### config.mk
export PLATFORM = sky130hd
export DESIGN_NAME = mra_top
export DESIGN_NICKNAME = d
export VERILOG_FILES = /design/src/mra_pkg.sv /design/src/mra_region_store.sv /design/src/mra_top.sv
export VERILOG_INCLUDE_DIRS = /design/src
export SDC_FILE = /design/constraint.sdc
export NUM_CORES = 2
export LEC_CHECK = 0
export BUFFER_PORTS_ARGS = -buffer_cell sky130_fd_sc_hd__buf_2
export CORE_MARGIN = 4
export CORE_UTILIZATION = 64
export CTS_CLUSTER_SIZE = 12
export DETAILED_ROUTE_END_ITERATION = 10
export PLACE_DENSITY = 0.94
export SLEW_MARGIN = 20
export SYNTH_ARGS = -nofsm -noshare
export SYNTH_HDL_FRONTEND = slang
export SYNTH_SLANG_ARGS = --single-unit
### constraint.sdc
create_clock -name clk -period 9.1 [get_ports clk]
set_clock_uncertainty 0.2 [all_clocks]
set_input_delay 1.82 -clock clk [delete_from_list [all_inputs] [get_ports clk]]
set_output_delay 1.82 -clock clk [all_outputs]
set_load 0.05 [all_outputs]
### src/mra_regs.svh
// offsets, field positions, encodings and reset values of the region access unit
`ifndef MRA_REGS_SVH
`define MRA_REGS_SVH
`define MRA_OFF_SEL 5'h00
`define MRA_OFF_ACE 5'h04
`define MRA_OFF_CFG 5'h08
`define MRA_OFF_CAUSE 5'h0c
`define MRA_OFF_BAD 5'h10
`define MRA_OFF_ERA 5'h14
`define MRA_PG_HI 31
`define MRA_PG_LO 6
`define MRA_SEL_D 5
`define MRA_SEL_IDX_HI 2
`define MRA_SEL_IDX_LO 0
`define MRA_ACE_C 5
`define MRA_ACE_RT_HI 4
`define MRA_ACE_RT_LO 2
`define MRA_ACE_RD 1
`define MRA_ACE_WR 0
`define MRA_CFG_PON 0
`define MRA_CFG_LIMIT 1
`define MRA_CAUSE_HI 4
`define MRA_CAUSE_LO 0
`define MRA_ENTRIES 16
`define MRA_IREGIONS 8
`define MRA_CAUSE_IREGION 5'h10
`define MRA_CAUSE_DREGION 5'h11
`define MRA_CAUSE_TRAP 5'h03
`define MRA_CAUSE_ILLEGAL 5'h05
`define MRA_CAUSE_MISALIGN 5'h06
`define MRA_CAUSE_RST 5'h00
`define MRA_EA_STEP 32'h0000_0004
`define MRA_ZERO32 32'h0000_0000
`define MRA_PG_ZERO 26'h000_0000
`define MRA_RT_ZERO 3'h0
`define MRA_RT_1 3'h1
`define MRA_RT_2 3'h2
`define MRA_RT_4 3'h4
`define MRA_RT_5 3'h5
`define MRA_RT_6 3'h6
`endif

### src/mra_pkg.sv
// types shared by the region access unit
`default_nettype none
package mra_pkg;
  typedef enum logic [1:0] {
    mra_bus_idle = 2'b01,
    mra_bus_done = 2'b10
  } mra_bus_state_type;
endpackage
`default_nettype wire

### src/mra_region_store.sv
// region attribute store with per-region match and rights check
`timescale 1ns/100ps
`default_nettype none
`include "mra_regs.svh"
module mra_region_store (
  input wire logic clk, // core clock
  input wire logic srst, // sync reset
  input wire logic wr_en, // commit region attributes
  input wire logic [3:0] wr_idx, // {data select, index}
  input wire logic [25:0] wr_origin, // origin to commit
  input wire logic [25:0] wr_bound, // size code or upper bound
  input wire logic wr_cache, // cacheable flag
  input wire logic [2:0] wr_rights, // access rights
  input wire logic [3:0] rd_idx, // region to read
  output logic [25:0] rd_origin, // stored origin
  output logic [25:0] rd_bound, // stored size code or bound
  output logic rd_cache, // stored cacheable flag
  output logic [2:0] rd_rights, // stored rights
  input wire logic limit_mode, // upper-bound mode
  input wire logic user_mode, // core in user mode
  input wire logic [25:0] i_page, // fetch address page
  input wire logic [25:0] d_page, // data address page
  input wire logic d_write, // data access is a store
  output logic i_fault, // fetch not permitted
  output logic d_fault // data access not permitted
);
  logic [25:0] origin_q [`MRA_ENTRIES];
  logic [25:0] bound_q [`MRA_ENTRIES];
  logic cache_q [`MRA_ENTRIES];
  logic [2:0] rights_q [`MRA_ENTRIES];
  logic [`MRA_ENTRIES-1:0] hit;
  logic [`MRA_ENTRIES-1:0] ok;

  genvar k;
  generate
    for (k = 0; k < `MRA_ENTRIES; k++) begin : g_ent
      logic [25:0] pg;
      logic [2:0] r;
      always_ff @(posedge clk) begin
        if (srst) begin
          origin_q[k] <= `MRA_PG_ZERO;
          bound_q[k] <= `MRA_PG_ZERO;
          cache_q[k] <= 1'b0;
          rights_q[k] <= `MRA_RT_ZERO;
        end else if (wr_en && wr_idx == 4'(k)) begin
          origin_q[k] <= wr_origin;
          bound_q[k] <= wr_bound;
          cache_q[k] <= wr_cache;
          rights_q[k] <= wr_rights;
        end
      end
      assign pg = (k < `MRA_IREGIONS) ? i_page : d_page;
      assign r = rights_q[k];
      // zero size code or zero bound leaves a region unused
      assign hit[k] = (bound_q[k] != `MRA_PG_ZERO) && (limit_mode ?
        (pg >= origin_q[k] && pg < bound_q[k]) :
        ((pg & bound_q[k]) == (origin_q[k] & bound_q[k])));
      if (k < `MRA_IREGIONS) begin : g_i
        assign ok[k] = (r == `MRA_RT_2) || (r == `MRA_RT_1 && !user_mode);
      end else begin : g_d
        assign ok[k] = d_write ?
          ((r == `MRA_RT_6) || (!user_mode && (r == `MRA_RT_4 || r == `MRA_RT_5))) :
          ((r == `MRA_RT_2) || (r == `MRA_RT_5) || (r == `MRA_RT_6) ||
           (!user_mode && (r == `MRA_RT_1 || r == `MRA_RT_4)));
      end
    end
  endgenerate

  // lowest numbered matching region decides; no match faults
  always_comb begin
    i_fault = 1'b1;
    d_fault = 1'b1;
    for (int j = `MRA_IREGIONS - 1; j >= 0; j--) begin
      if (hit[j]) begin
        i_fault = !ok[j];
      end
      if (hit[j + `MRA_IREGIONS]) begin
        d_fault = !ok[j + `MRA_IREGIONS];
      end
    end
  end

  // indirect read port
  assign rd_origin = origin_q[rd_idx];
  assign rd_bound = bound_q[rd_idx];
  assign rd_cache = cache_q[rd_idx];
  assign rd_rights = rights_q[rd_idx];
endmodule
`default_nettype wire

### src/mra_top.sv
// region access control: indirect region registers, checks and violation causes
//
// Contract
// - access-control write with write flag commits the selected region
// - write flag always reads back as zero
// - each region keeps origin, size or bound, cacheable flag, rights
// - select region, then read flag write loads both registers
// - after a region read, both registers show the loaded values
// - writing the select register alone fetches nothing
// - select region, then write flag write commits its attributes
// - region register writes do not flush the pipeline
// - unit leaves reset disabled
// - protection-on bit zero disables, one enables
// - debugger reaches all registers through the normal accesses
// - no protection checks while the processor is in debug
// - cause 16 for instruction, 17 for data violation, general vector
// - data violation records bad address; return address is executing pc plus 4
// - every instruction fetch is checked against instruction regions
// - instruction violation outranks trap, illegal, data-address; data lowest
// - read flag write triggers region read; read flag reads as zero
// - cacheable flag is zero for instruction regions
`timescale 1ns/100ps
`default_nettype none
`include "mra_regs.svh"
module mra_top (
  input wire logic clk, // core clock, 10 MHz
  input wire logic srst, // sync reset, active high
  input wire logic [4:0] avs_address, // byte address
  input wire logic avs_read, // read request
  input wire logic avs_write, // write request
  input wire logic [31:0] avs_writedata, // write data
  output logic [31:0] avs_readdata, // read data
  output logic avs_waitrequest, // stall
  input wire logic i_req, // fetch to check
  input wire logic [31:0] i_addr, // fetch address
  input wire logic d_req, // data access to check
  input wire logic [31:0] d_addr, // data address
  input wire logic d_write, // data access is a store
  input wire logic [31:0] exec_pc, // pc of executing instruction
  input wire logic user_mode, // core in user mode
  input wire logic debug_mode, // core in debug
  input wire logic trap_req, // trap exception request
  input wire logic illegal_req, // illegal instruction request
  input wire logic misalign_req, // misaligned data address request
  output logic exc_valid, // exception taken, pulse
  output logic [4:0] exc_cause, // cause of taken exception
  output logic exc_general, // use general exception vector
  output logic [31:0] bad_addr, // faulting data address
  output logic [31:0] exception_return_addr, // return address
  output logic flush_req, // pipeline flush pulse
  output logic protection_on // unit enabled
);
  mra_pkg::mra_bus_state_type state_q;
  logic waitreq_q;
  logic [31:0] rdata_q, rdata_d;
  logic [25:0] sel_origin_q;
  logic sel_d_q;
  logic [2:0] sel_idx_q;
  logic [25:0] ace_bound_q;
  logic ace_cache_q;
  logic [2:0] ace_rights_q;
  logic pon_q, limit_q, flush_q, exc_q, gen_q;
  logic [4:0] cause_q, cause_d;
  logic [31:0] bad_q, era_q;
  logic take, acc_wr, wr_sel, wr_ace, wr_cfg, f_rd, f_wr, reg_write, reg_read;
  logic [25:0] st_origin, st_bound;
  logic st_cache, i_fault, d_fault, active, i_viol, d_viol;
  logic [2:0] st_rights;
  logic [3:0] cur_idx;

  // accepted write decode
  assign acc_wr = (state_q == mra_pkg::mra_bus_done) && avs_write;
  assign wr_sel = acc_wr && avs_address == `MRA_OFF_SEL;
  assign wr_ace = acc_wr && avs_address == `MRA_OFF_ACE;
  assign wr_cfg = acc_wr && avs_address == `MRA_OFF_CFG;
  assign f_rd = avs_writedata[`MRA_ACE_RD];
  assign f_wr = avs_writedata[`MRA_ACE_WR];
  assign reg_write = wr_ace && f_wr && !f_rd;
  assign reg_read = wr_ace && f_rd && !f_wr;
  assign cur_idx = {sel_d_q, sel_idx_q};

  // bus handshake: one stall cycle, then answer
  always_ff @(posedge clk) begin
    if (srst) begin
      state_q <= mra_pkg::mra_bus_idle;
      waitreq_q <= 1'b1;
    end else begin
      case (state_q)
        mra_pkg::mra_bus_idle: begin
          if (avs_read || avs_write) begin
            state_q <= mra_pkg::mra_bus_done;
            waitreq_q <= 1'b0;
          end
        end
        mra_pkg::mra_bus_done: begin
          state_q <= mra_pkg::mra_bus_idle;
          waitreq_q <= 1'b1;
        end
        default: begin
          state_q <= mra_pkg::mra_bus_idle;
          waitreq_q <= 1'b1;
        end
      endcase
    end
  end

  // read data mux; unmapped reads as zero
  always_comb begin
    rdata_d = `MRA_ZERO32;
    case (avs_address)
      `MRA_OFF_SEL: begin
        rdata_d[`MRA_PG_HI:`MRA_PG_LO] = sel_origin_q;
        rdata_d[`MRA_SEL_D] = sel_d_q;
        rdata_d[`MRA_SEL_IDX_HI:`MRA_SEL_IDX_LO] = sel_idx_q;
      end
      `MRA_OFF_ACE: begin
        rdata_d[`MRA_PG_HI:`MRA_PG_LO] = ace_bound_q;
        rdata_d[`MRA_ACE_C] = ace_cache_q;
        rdata_d[`MRA_ACE_RT_HI:`MRA_ACE_RT_LO] = ace_rights_q;
      end
      `MRA_OFF_CFG: begin
        rdata_d[`MRA_CFG_PON] = pon_q;
        rdata_d[`MRA_CFG_LIMIT] = limit_q;
      end
      `MRA_OFF_CAUSE: rdata_d[`MRA_CAUSE_HI:`MRA_CAUSE_LO] = cause_q;
      `MRA_OFF_BAD: rdata_d = bad_q;
      `MRA_OFF_ERA: rdata_d = era_q;
      default: rdata_d = `MRA_ZERO32;
    endcase
  end

  // read data captured as waitrequest falls
  always_ff @(posedge clk) begin
    if (srst) begin
      rdata_q <= `MRA_ZERO32;
    end else if (state_q == mra_pkg::mra_bus_idle && avs_read) begin
      rdata_q <= rdata_d;
    end
  end

  always_ff @(posedge clk) begin
    if (srst) begin
      sel_origin_q <= `MRA_PG_ZERO;
      sel_d_q <= 1'b0;
      sel_idx_q <= 3'h0;
    end else if (wr_sel) begin
      sel_origin_q <= avs_writedata[`MRA_PG_HI:`MRA_PG_LO];
      sel_d_q <= avs_writedata[`MRA_SEL_D];
      sel_idx_q <= avs_writedata[`MRA_SEL_IDX_HI:`MRA_SEL_IDX_LO];
    end else if (reg_read) begin
      sel_origin_q <= st_origin;
    end
  end

  // access-control register contents
  always_ff @(posedge clk) begin
    if (srst) begin
      ace_bound_q <= `MRA_PG_ZERO;
      ace_cache_q <= 1'b0;
      ace_rights_q <= `MRA_RT_ZERO;
    end else if (reg_read) begin
      ace_bound_q <= st_bound;
      ace_cache_q <= st_cache;
      ace_rights_q <= st_rights;
    end else if (wr_ace && !(f_rd && f_wr)) begin
      ace_bound_q <= avs_writedata[`MRA_PG_HI:`MRA_PG_LO];
      ace_cache_q <= avs_writedata[`MRA_ACE_C] && sel_d_q;
      ace_rights_q <= avs_writedata[`MRA_ACE_RT_HI:`MRA_ACE_RT_LO];
    end
  end

  // configuration: enable and bound mode
  always_ff @(posedge clk) begin
    if (srst) begin
      pon_q <= 1'b0;
      limit_q <= 1'b0;
    end else if (wr_cfg) begin
      pon_q <= avs_writedata[`MRA_CFG_PON];
      limit_q <= avs_writedata[`MRA_CFG_LIMIT];
    end
  end

  // flush pulse on flushing register writes only
  always_ff @(posedge clk) begin
    if (srst) begin
      flush_q <= 1'b0;
    end else begin
      flush_q <= wr_cfg;
    end
  end

  // region store and checkers
  // commit through store write port
  mra_region_store u_store (
    .clk(clk),
    .srst(srst),
    .wr_en(reg_write),
    .wr_idx(cur_idx),
    .wr_origin(sel_origin_q),
    .wr_bound(avs_writedata[`MRA_PG_HI:`MRA_PG_LO]),
    .wr_cache(avs_writedata[`MRA_ACE_C] && sel_d_q),
    .wr_rights(avs_writedata[`MRA_ACE_RT_HI:`MRA_ACE_RT_LO]),
    .rd_idx(cur_idx),
    .rd_origin(st_origin),
    .rd_bound(st_bound),
    .rd_cache(st_cache),
    .rd_rights(st_rights),
    .limit_mode(limit_q),
    .user_mode(user_mode),
    .i_page(i_addr[`MRA_PG_HI:`MRA_PG_LO]),
    .d_page(d_addr[`MRA_PG_HI:`MRA_PG_LO]),
    .d_write(d_write),
    .i_fault(i_fault),
    .d_fault(d_fault)
  );

  assign active = pon_q && !debug_mode;
  assign i_viol = active && i_req && i_fault;
  assign d_viol = active && d_req && d_fault;
  assign take = i_viol || trap_req || illegal_req || misalign_req || d_viol;

  always_comb begin
    if (i_viol) begin
      cause_d = `MRA_CAUSE_IREGION;
    end else if (trap_req) begin
      cause_d = `MRA_CAUSE_TRAP;
    end else if (illegal_req) begin
      cause_d = `MRA_CAUSE_ILLEGAL;
    end else if (misalign_req) begin
      cause_d = `MRA_CAUSE_MISALIGN;
    end else begin
      cause_d = `MRA_CAUSE_DREGION;
    end
  end

  always_ff @(posedge clk) begin
    if (srst) begin
      exc_q <= 1'b0;
      gen_q <= 1'b0;
      cause_q <= `MRA_CAUSE_RST;
    end else begin
      exc_q <= take;
      gen_q <= take;
      if (take) begin
        cause_q <= cause_d;
      end
    end
  end

  always_ff @(posedge clk) begin
    if (srst) begin
      bad_q <= `MRA_ZERO32;
      era_q <= `MRA_ZERO32;
    end else if (take) begin
      if (i_viol) begin
        era_q <= i_addr + `MRA_EA_STEP;
      end else begin
        era_q <= exec_pc + `MRA_EA_STEP;
      end
      if (!i_viol && !trap_req && !illegal_req) begin
        bad_q <= d_addr;
      end
    end
  end

  assign avs_readdata = rdata_q;
  assign avs_waitrequest = waitreq_q;
  assign exc_valid = exc_q;
  assign exc_cause = cause_q;
  assign exc_general = gen_q;
  assign bad_addr = bad_q;
  assign exception_return_addr = era_q;
  assign flush_req = flush_q;
  assign protection_on = pon_q;
endmodule
`default_nettype wire

==> flow_summary_export.csv <==
group,metric,value,unit
floorplan,die_height,365,µm
power,internal-power,8.87,mW
cells_and_area,num-fill-cells,8965,
cells_and_area,multiInputGateArea,0.0475,mm²
timing,setup_slack,1.49,ns
timing,final_count_of_negative_setup_slack_endpoints,0,
synth,ys_top_cells_by_area,"sky130_fd_sc_hd__edfxtp_1 33%, sky130_fd_sc_hd__ha_1 19%, sky130_fd_sc_hd__mux4_2 7.7%, sky130_fd_sc_hd__and2_1 6.8%, sky130_fd_sc_hd__dfxtp_1 4.2%",
critical_path,timing.critical_path.from_type,"input port",
power,pwr-share-clk,39.3,%
placement,place_worst_setup_slack,1.36,ns
power,sw_frac_of_total,29.2,%
synth,synth_top_area_share,32.9,%
run_status,status,"completed",
power,vdd.ir_drop.worst,0.174,mV
cells_and_area,seq_area,0.0303,mm²
timing,report.final.slew_viol_count,0,
timing,worst_pin_slew,1.40,ns
hold_path,timing.hold.worst.class,"flop to flop",
power,post-layout-total-power,12.5,mW
clock_network,postCtsHoldBufs,0,
clock_network,cts.repair_timing.setup_buffer_count,0,
clock_network,worst_setup_hold_path_clk_slew,0.06,ns
floorplan,starting_density,64.8,%
clock_network,post_cts.resized_instances,0,
drt,drtIter0Drc,12300,
hold_path,holdPathStages,2,
drt,ant_nets,0,
critical_path,required,9.61,ns
global_routing,overflow,0,
timing,finalHoldViolCount,0,
placement,finalWeightedCongestion,1.15,
drt,1st_pass_router_iterations,7,
critical_path,worst_r2r_startpoint,"u_store.origin_q[6][9]",
clock_network,cts_root_buffer,"sky130_fd_sc_hd__clkbuf_16",
global_routing,first_pass_grt_wire_length,483,mm
floorplan,placement_rows,130,
clock_network,cts.sinks,1066,
critical_path,worstSetupEndpointType,"flop",
synth,synth.cell_area,0.0818,mm²
synth,synthesis.yosys.warnings,0,
synth,cell_type_contributing_the_most_total_cell_area_after_synthesis,"sky130_fd_sc_hd__edfxtp_1",
job,max-cap-violations,0,
synth,synth-seq-area-share,37.1,%
timing,final_period_minus_worst_setup_slack,7.61,ns
global_routing,largest_net_degree_at_the_start_of_global_routing,120,
timing,grt_setup_unrepaired,"false",
synth,yosys_register_bits,1066,
floorplan,fp.dieArea,0.134,mm²
placement,place.port_buffers,249,
global_routing,first_global_vias,68000,
floorplan,design.portCount,251,
synth,synth_top_flop_cell,"sky130_fd_sc_hd__edfxtp_1",
clock_network,clock_tree_from_tritoncts,"done",
power,power_frac_comb,14.9,%
cells_and_area,drive_above_1_share,10.9,%
timing,max_freq,131,MHz
critical_path,worst-r2r-setup-slack,2.37,ns
cells_and_area,post_layout_nonfiller_instances,9792,
critical_path,critPathMaxFanout,36,
timing,fin_tns_setup,0,ns
synth,synth_async_sr_flop_share,0,%
timing,finalHoldWorstSlack,0.255,ns
clock_network,ctsHtreeMaxLevel,3,
power,pwr-share-seq,45.8,%
power,cellPowerDensity,141,mW/mm²
drt,wirelength,345,mm
clock_network,cts_buffer_depth,3,
clock_network,numCtsBuffers,115,
drt,vias_per_cell,7.21,
global_routing,grt_antenna_before_repair,52,
drt,post_drt_wl_per_cell,35.3,µm
timing,slew-limit-headroom,5.44,%
floorplan,die-width,365,µm
critical_path,critPathKind,"input port to flop",
critical_path,ff2ff_path_depth,20,
synth,synthCells,7825,
clock_network,clock_insertion_delay_worst_skew,0.78,ns
critical_path,rr_endpoint,"exception_return_addr[10]",
synth,synthMostInstantiatedCell,"sky130_fd_sc_hd__ha_1",
critical_path,worst_ep_arrival_time,8.12,ns
placement,dp.cells,9541,
hold_path,hp-start,"ace_bound_q[19]",
cells_and_area,area_growth_syn_to_layout,9.00,%
hold_path,holdPathEnd,"ace_bound_q[19]",
placement,post-dp-hpwl,254,mm
synth,synth_enable_flop_cells,896,
global_routing,grtUsageTotal,51.1,%
timing,final.period_utilization,83.7,%
synth,synth.avg_cell_area,10.5,µm²
critical_path,crit_start,"d_addr[21]",
synth,synthTopCellsByCount,"1217 x sky130_fd_sc_hd__ha_1, 896 x sky130_fd_sc_hd__edfxtp_1, 888 x sky130_fd_sc_hd__and2_1",
drt,via_count,70600,
power,leakage_component_of_the_power,37.7,nW
floorplan,core_area,0.126,mm²
power,switching_power,3.66,mW
cells_and_area,fin_nets,9373,
drt,drcViolationCount,0,
synth,number_of_distinct_library_cell_variants_in_the_gate_level_netlist_after_synthesis,81,
flip-flops by register name (all words and copies together) (netlist names), 2 cells and up, named ones only:
name and flops:
sel_idx_q 3, sel_origin_q 26, ace_rights_q 3, exception_return_addr 32, u_store.rights_q 48, u_store.cache_q 16, bad_addr 32, state_q 2
ace_bound_q 26, avs_readdata 32, u_store.origin_q 416, exc_cause 4, u_store.bound_q 416
logic make-up after synthesis:
| logic type | after synthesis | share of synthesized area, % |
|---|---|---|
| fa+ha+maj | 1220 | 18.7 |
| mux | 429 | 9.55 |
| buf+inv | 1146 | 5.35 |
| flops | 1066 | 37.1 |
| compound gates | 1005 | 8.24 |
| xor+xnor | 440 | 4.71 |
| simple gates | 2518 | 16.4 |
| other cells | 1 | 0.00459 |
through the flow:
step	util (%)	area (µm²)
CTS	70.5	89000
finish	70.6	89100
global route	70.6	89100
global placement	67.4	85100
floorplan	-	81800
detailed placement	67.4	85100
cells in the final DEF (no fill, tap or decap), types with 16 or more instances in the layout:
cell / netlist / layout
sky130_fd_sc_hd__a221o_1: 35 / 35
sky130_fd_sc_hd__nor2b_1: 31 / 31
sky130_fd_sc_hd__ha_1: 1217 / 1217
sky130_fd_sc_hd__edfxtp_1: 896 / 896
sky130_fd_sc_hd__a22oi_1: 31 / 31
sky130_fd_sc_hd__buf_4: 6 / 104
sky130_fd_sc_hd__o21a_1: 21 / 21
sky130_fd_sc_hd__nand2_1: 562 / 562
sky130_fd_sc_hd__buf_2: 8 / 248
sky130_fd_sc_hd__nor3_1: 61 / 57
sky130_fd_sc_hd__a21oi_1: 280 / 279
sky130_fd_sc_hd__and4_1: 19 / 19
sky130_fd_sc_hd__nand4_1: 185 / 185
sky130_fd_sc_hd__a2111oi_0: 20 / 19
sky130_fd_sc_hd__mux2i_1: 141 / 141
sky130_fd_sc_hd__nor4_1: 165 / 164
sky130_fd_sc_hd__nand2b_1: 95 / 95
sky130_fd_sc_hd__clkbuf_16: 0 / 119
sky130_fd_sc_hd__o221ai_1: 34 / 34
sky130_fd_sc_hd__inv_1: 848 / 848
sky130_fd_sc_hd__xnor2_1: 226 / 223
sky130_fd_sc_hd__xor2_1: 214 / 213
sky130_fd_sc_hd__o21bai_4: 0 / 16
sky130_fd_sc_hd__dfxtp_1: 170 / 166
sky130_fd_sc_hd__diode_2: 0 / 35
sky130_fd_sc_hd__nor2_1: 315 / 302
sky130_fd_sc_hd__o21ai_0: 162 / 161
sky130_fd_sc_hd__o2111ai_1: 18 / 18
sky130_fd_sc_hd__nand3_1: 111 / 110
sky130_fd_sc_hd__and3_1: 34 / 34
sky130_fd_sc_hd__a211oi_1: 88 / 87
sky130_fd_sc_hd__a21o_1: 141 / 141
sky130_fd_sc_hd__mux4_2: 280 / 280
sky130_fd_sc_hd__and2_1: 888 / 888
sky130_fd_sc_hd__o211ai_1: 35 / 35
sky130_fd_sc_hd__clkbuf_1: 249 / 28
layer usage:
| layer | part of all wire (%) | up-vias | track usage (%) |
|---|---|---|---|
| met3 | 16 | 2206 | 21.2 |
| li1 | - | 28200 | - |
| met5 | 0.039 | - | 0.254 |
| met1 | 30 | 33500 | 56.5 |
| met4 | 14 | 16 | 50.8 |
| met2 | 41 | 6666 | 72.9 |
power by group through the flow:
stage          clock network, mW  logic (mW)  registers [mW]
5_1_grt                     5.10        1.96            5.73
4_1_cts                     4.87        1.75            5.70
3_5_place_dp                   0        1.74            5.81
6_report                    4.92        1.87            5.74
2_1_floorplan                  0       0.943            5.73
3_3_place_gp                   0        1.67            5.80
how the worst max path moves through the flow:
stage	end	slack, ns	cells past startpoint
after floorplan	exception_return_addr[30]	2.10	27
after detailed placement	exception_return_addr[26]	1.36	23
final	exception_return_addr[2]	1.49	17
after global placement	exception_return_addr[26]	1.43	23
after CTS	exception_return_addr[26]	2.17	23
after global routing	exception_return_addr[2]	1.65	17
critical path, cell delays in order:
cell and delay, ns:
sky130_fd_sc_hd__buf_2 0.26, sky130_fd_sc_hd__buf_4 0.53, sky130_fd_sc_hd__ha_1 0.35, sky130_fd_sc_hd__nand4_1 0.44
sky130_fd_sc_hd__o221ai_1 0.18, sky130_fd_sc_hd__o31ai_1 0.23, sky130_fd_sc_hd__nor3b_1 0.94, sky130_fd_sc_hd__o311a_1 0.38
sky130_fd_sc_hd__o211ai_1 0.13, sky130_fd_sc_hd__o31ai_1 0.29, sky130_fd_sc_hd__o311ai_0 0.32, sky130_fd_sc_hd__a31oi_1 0.22
sky130_fd_sc_hd__o2111ai_1 0.51, sky130_fd_sc_hd__a21oi_4 0.39, sky130_fd_sc_hd__buf_4 0.56, sky130_fd_sc_hd__mux2_2 0.40
sky130_fd_sc_hd__nor2_1 0.10
final cells by class:
| type | count | share of cell area (%) |
|---|---|---|
| Inverter | 848 | 3.57 |
| Antenna cell | 35 | 0.0983 |
| Timing Repair Buffer | 359 | 2.40 |
| Sequential cell | 1066 | 34.0 |
| Multi-Input combinational cell | 5621 | 53.3 |
| Tap cell | 1650 | 2.32 |
| Clock buffer | 165 | 3.71 |
| Clock inverter | 48 | 0.634 |
Power figures use the tool's default switching activity.
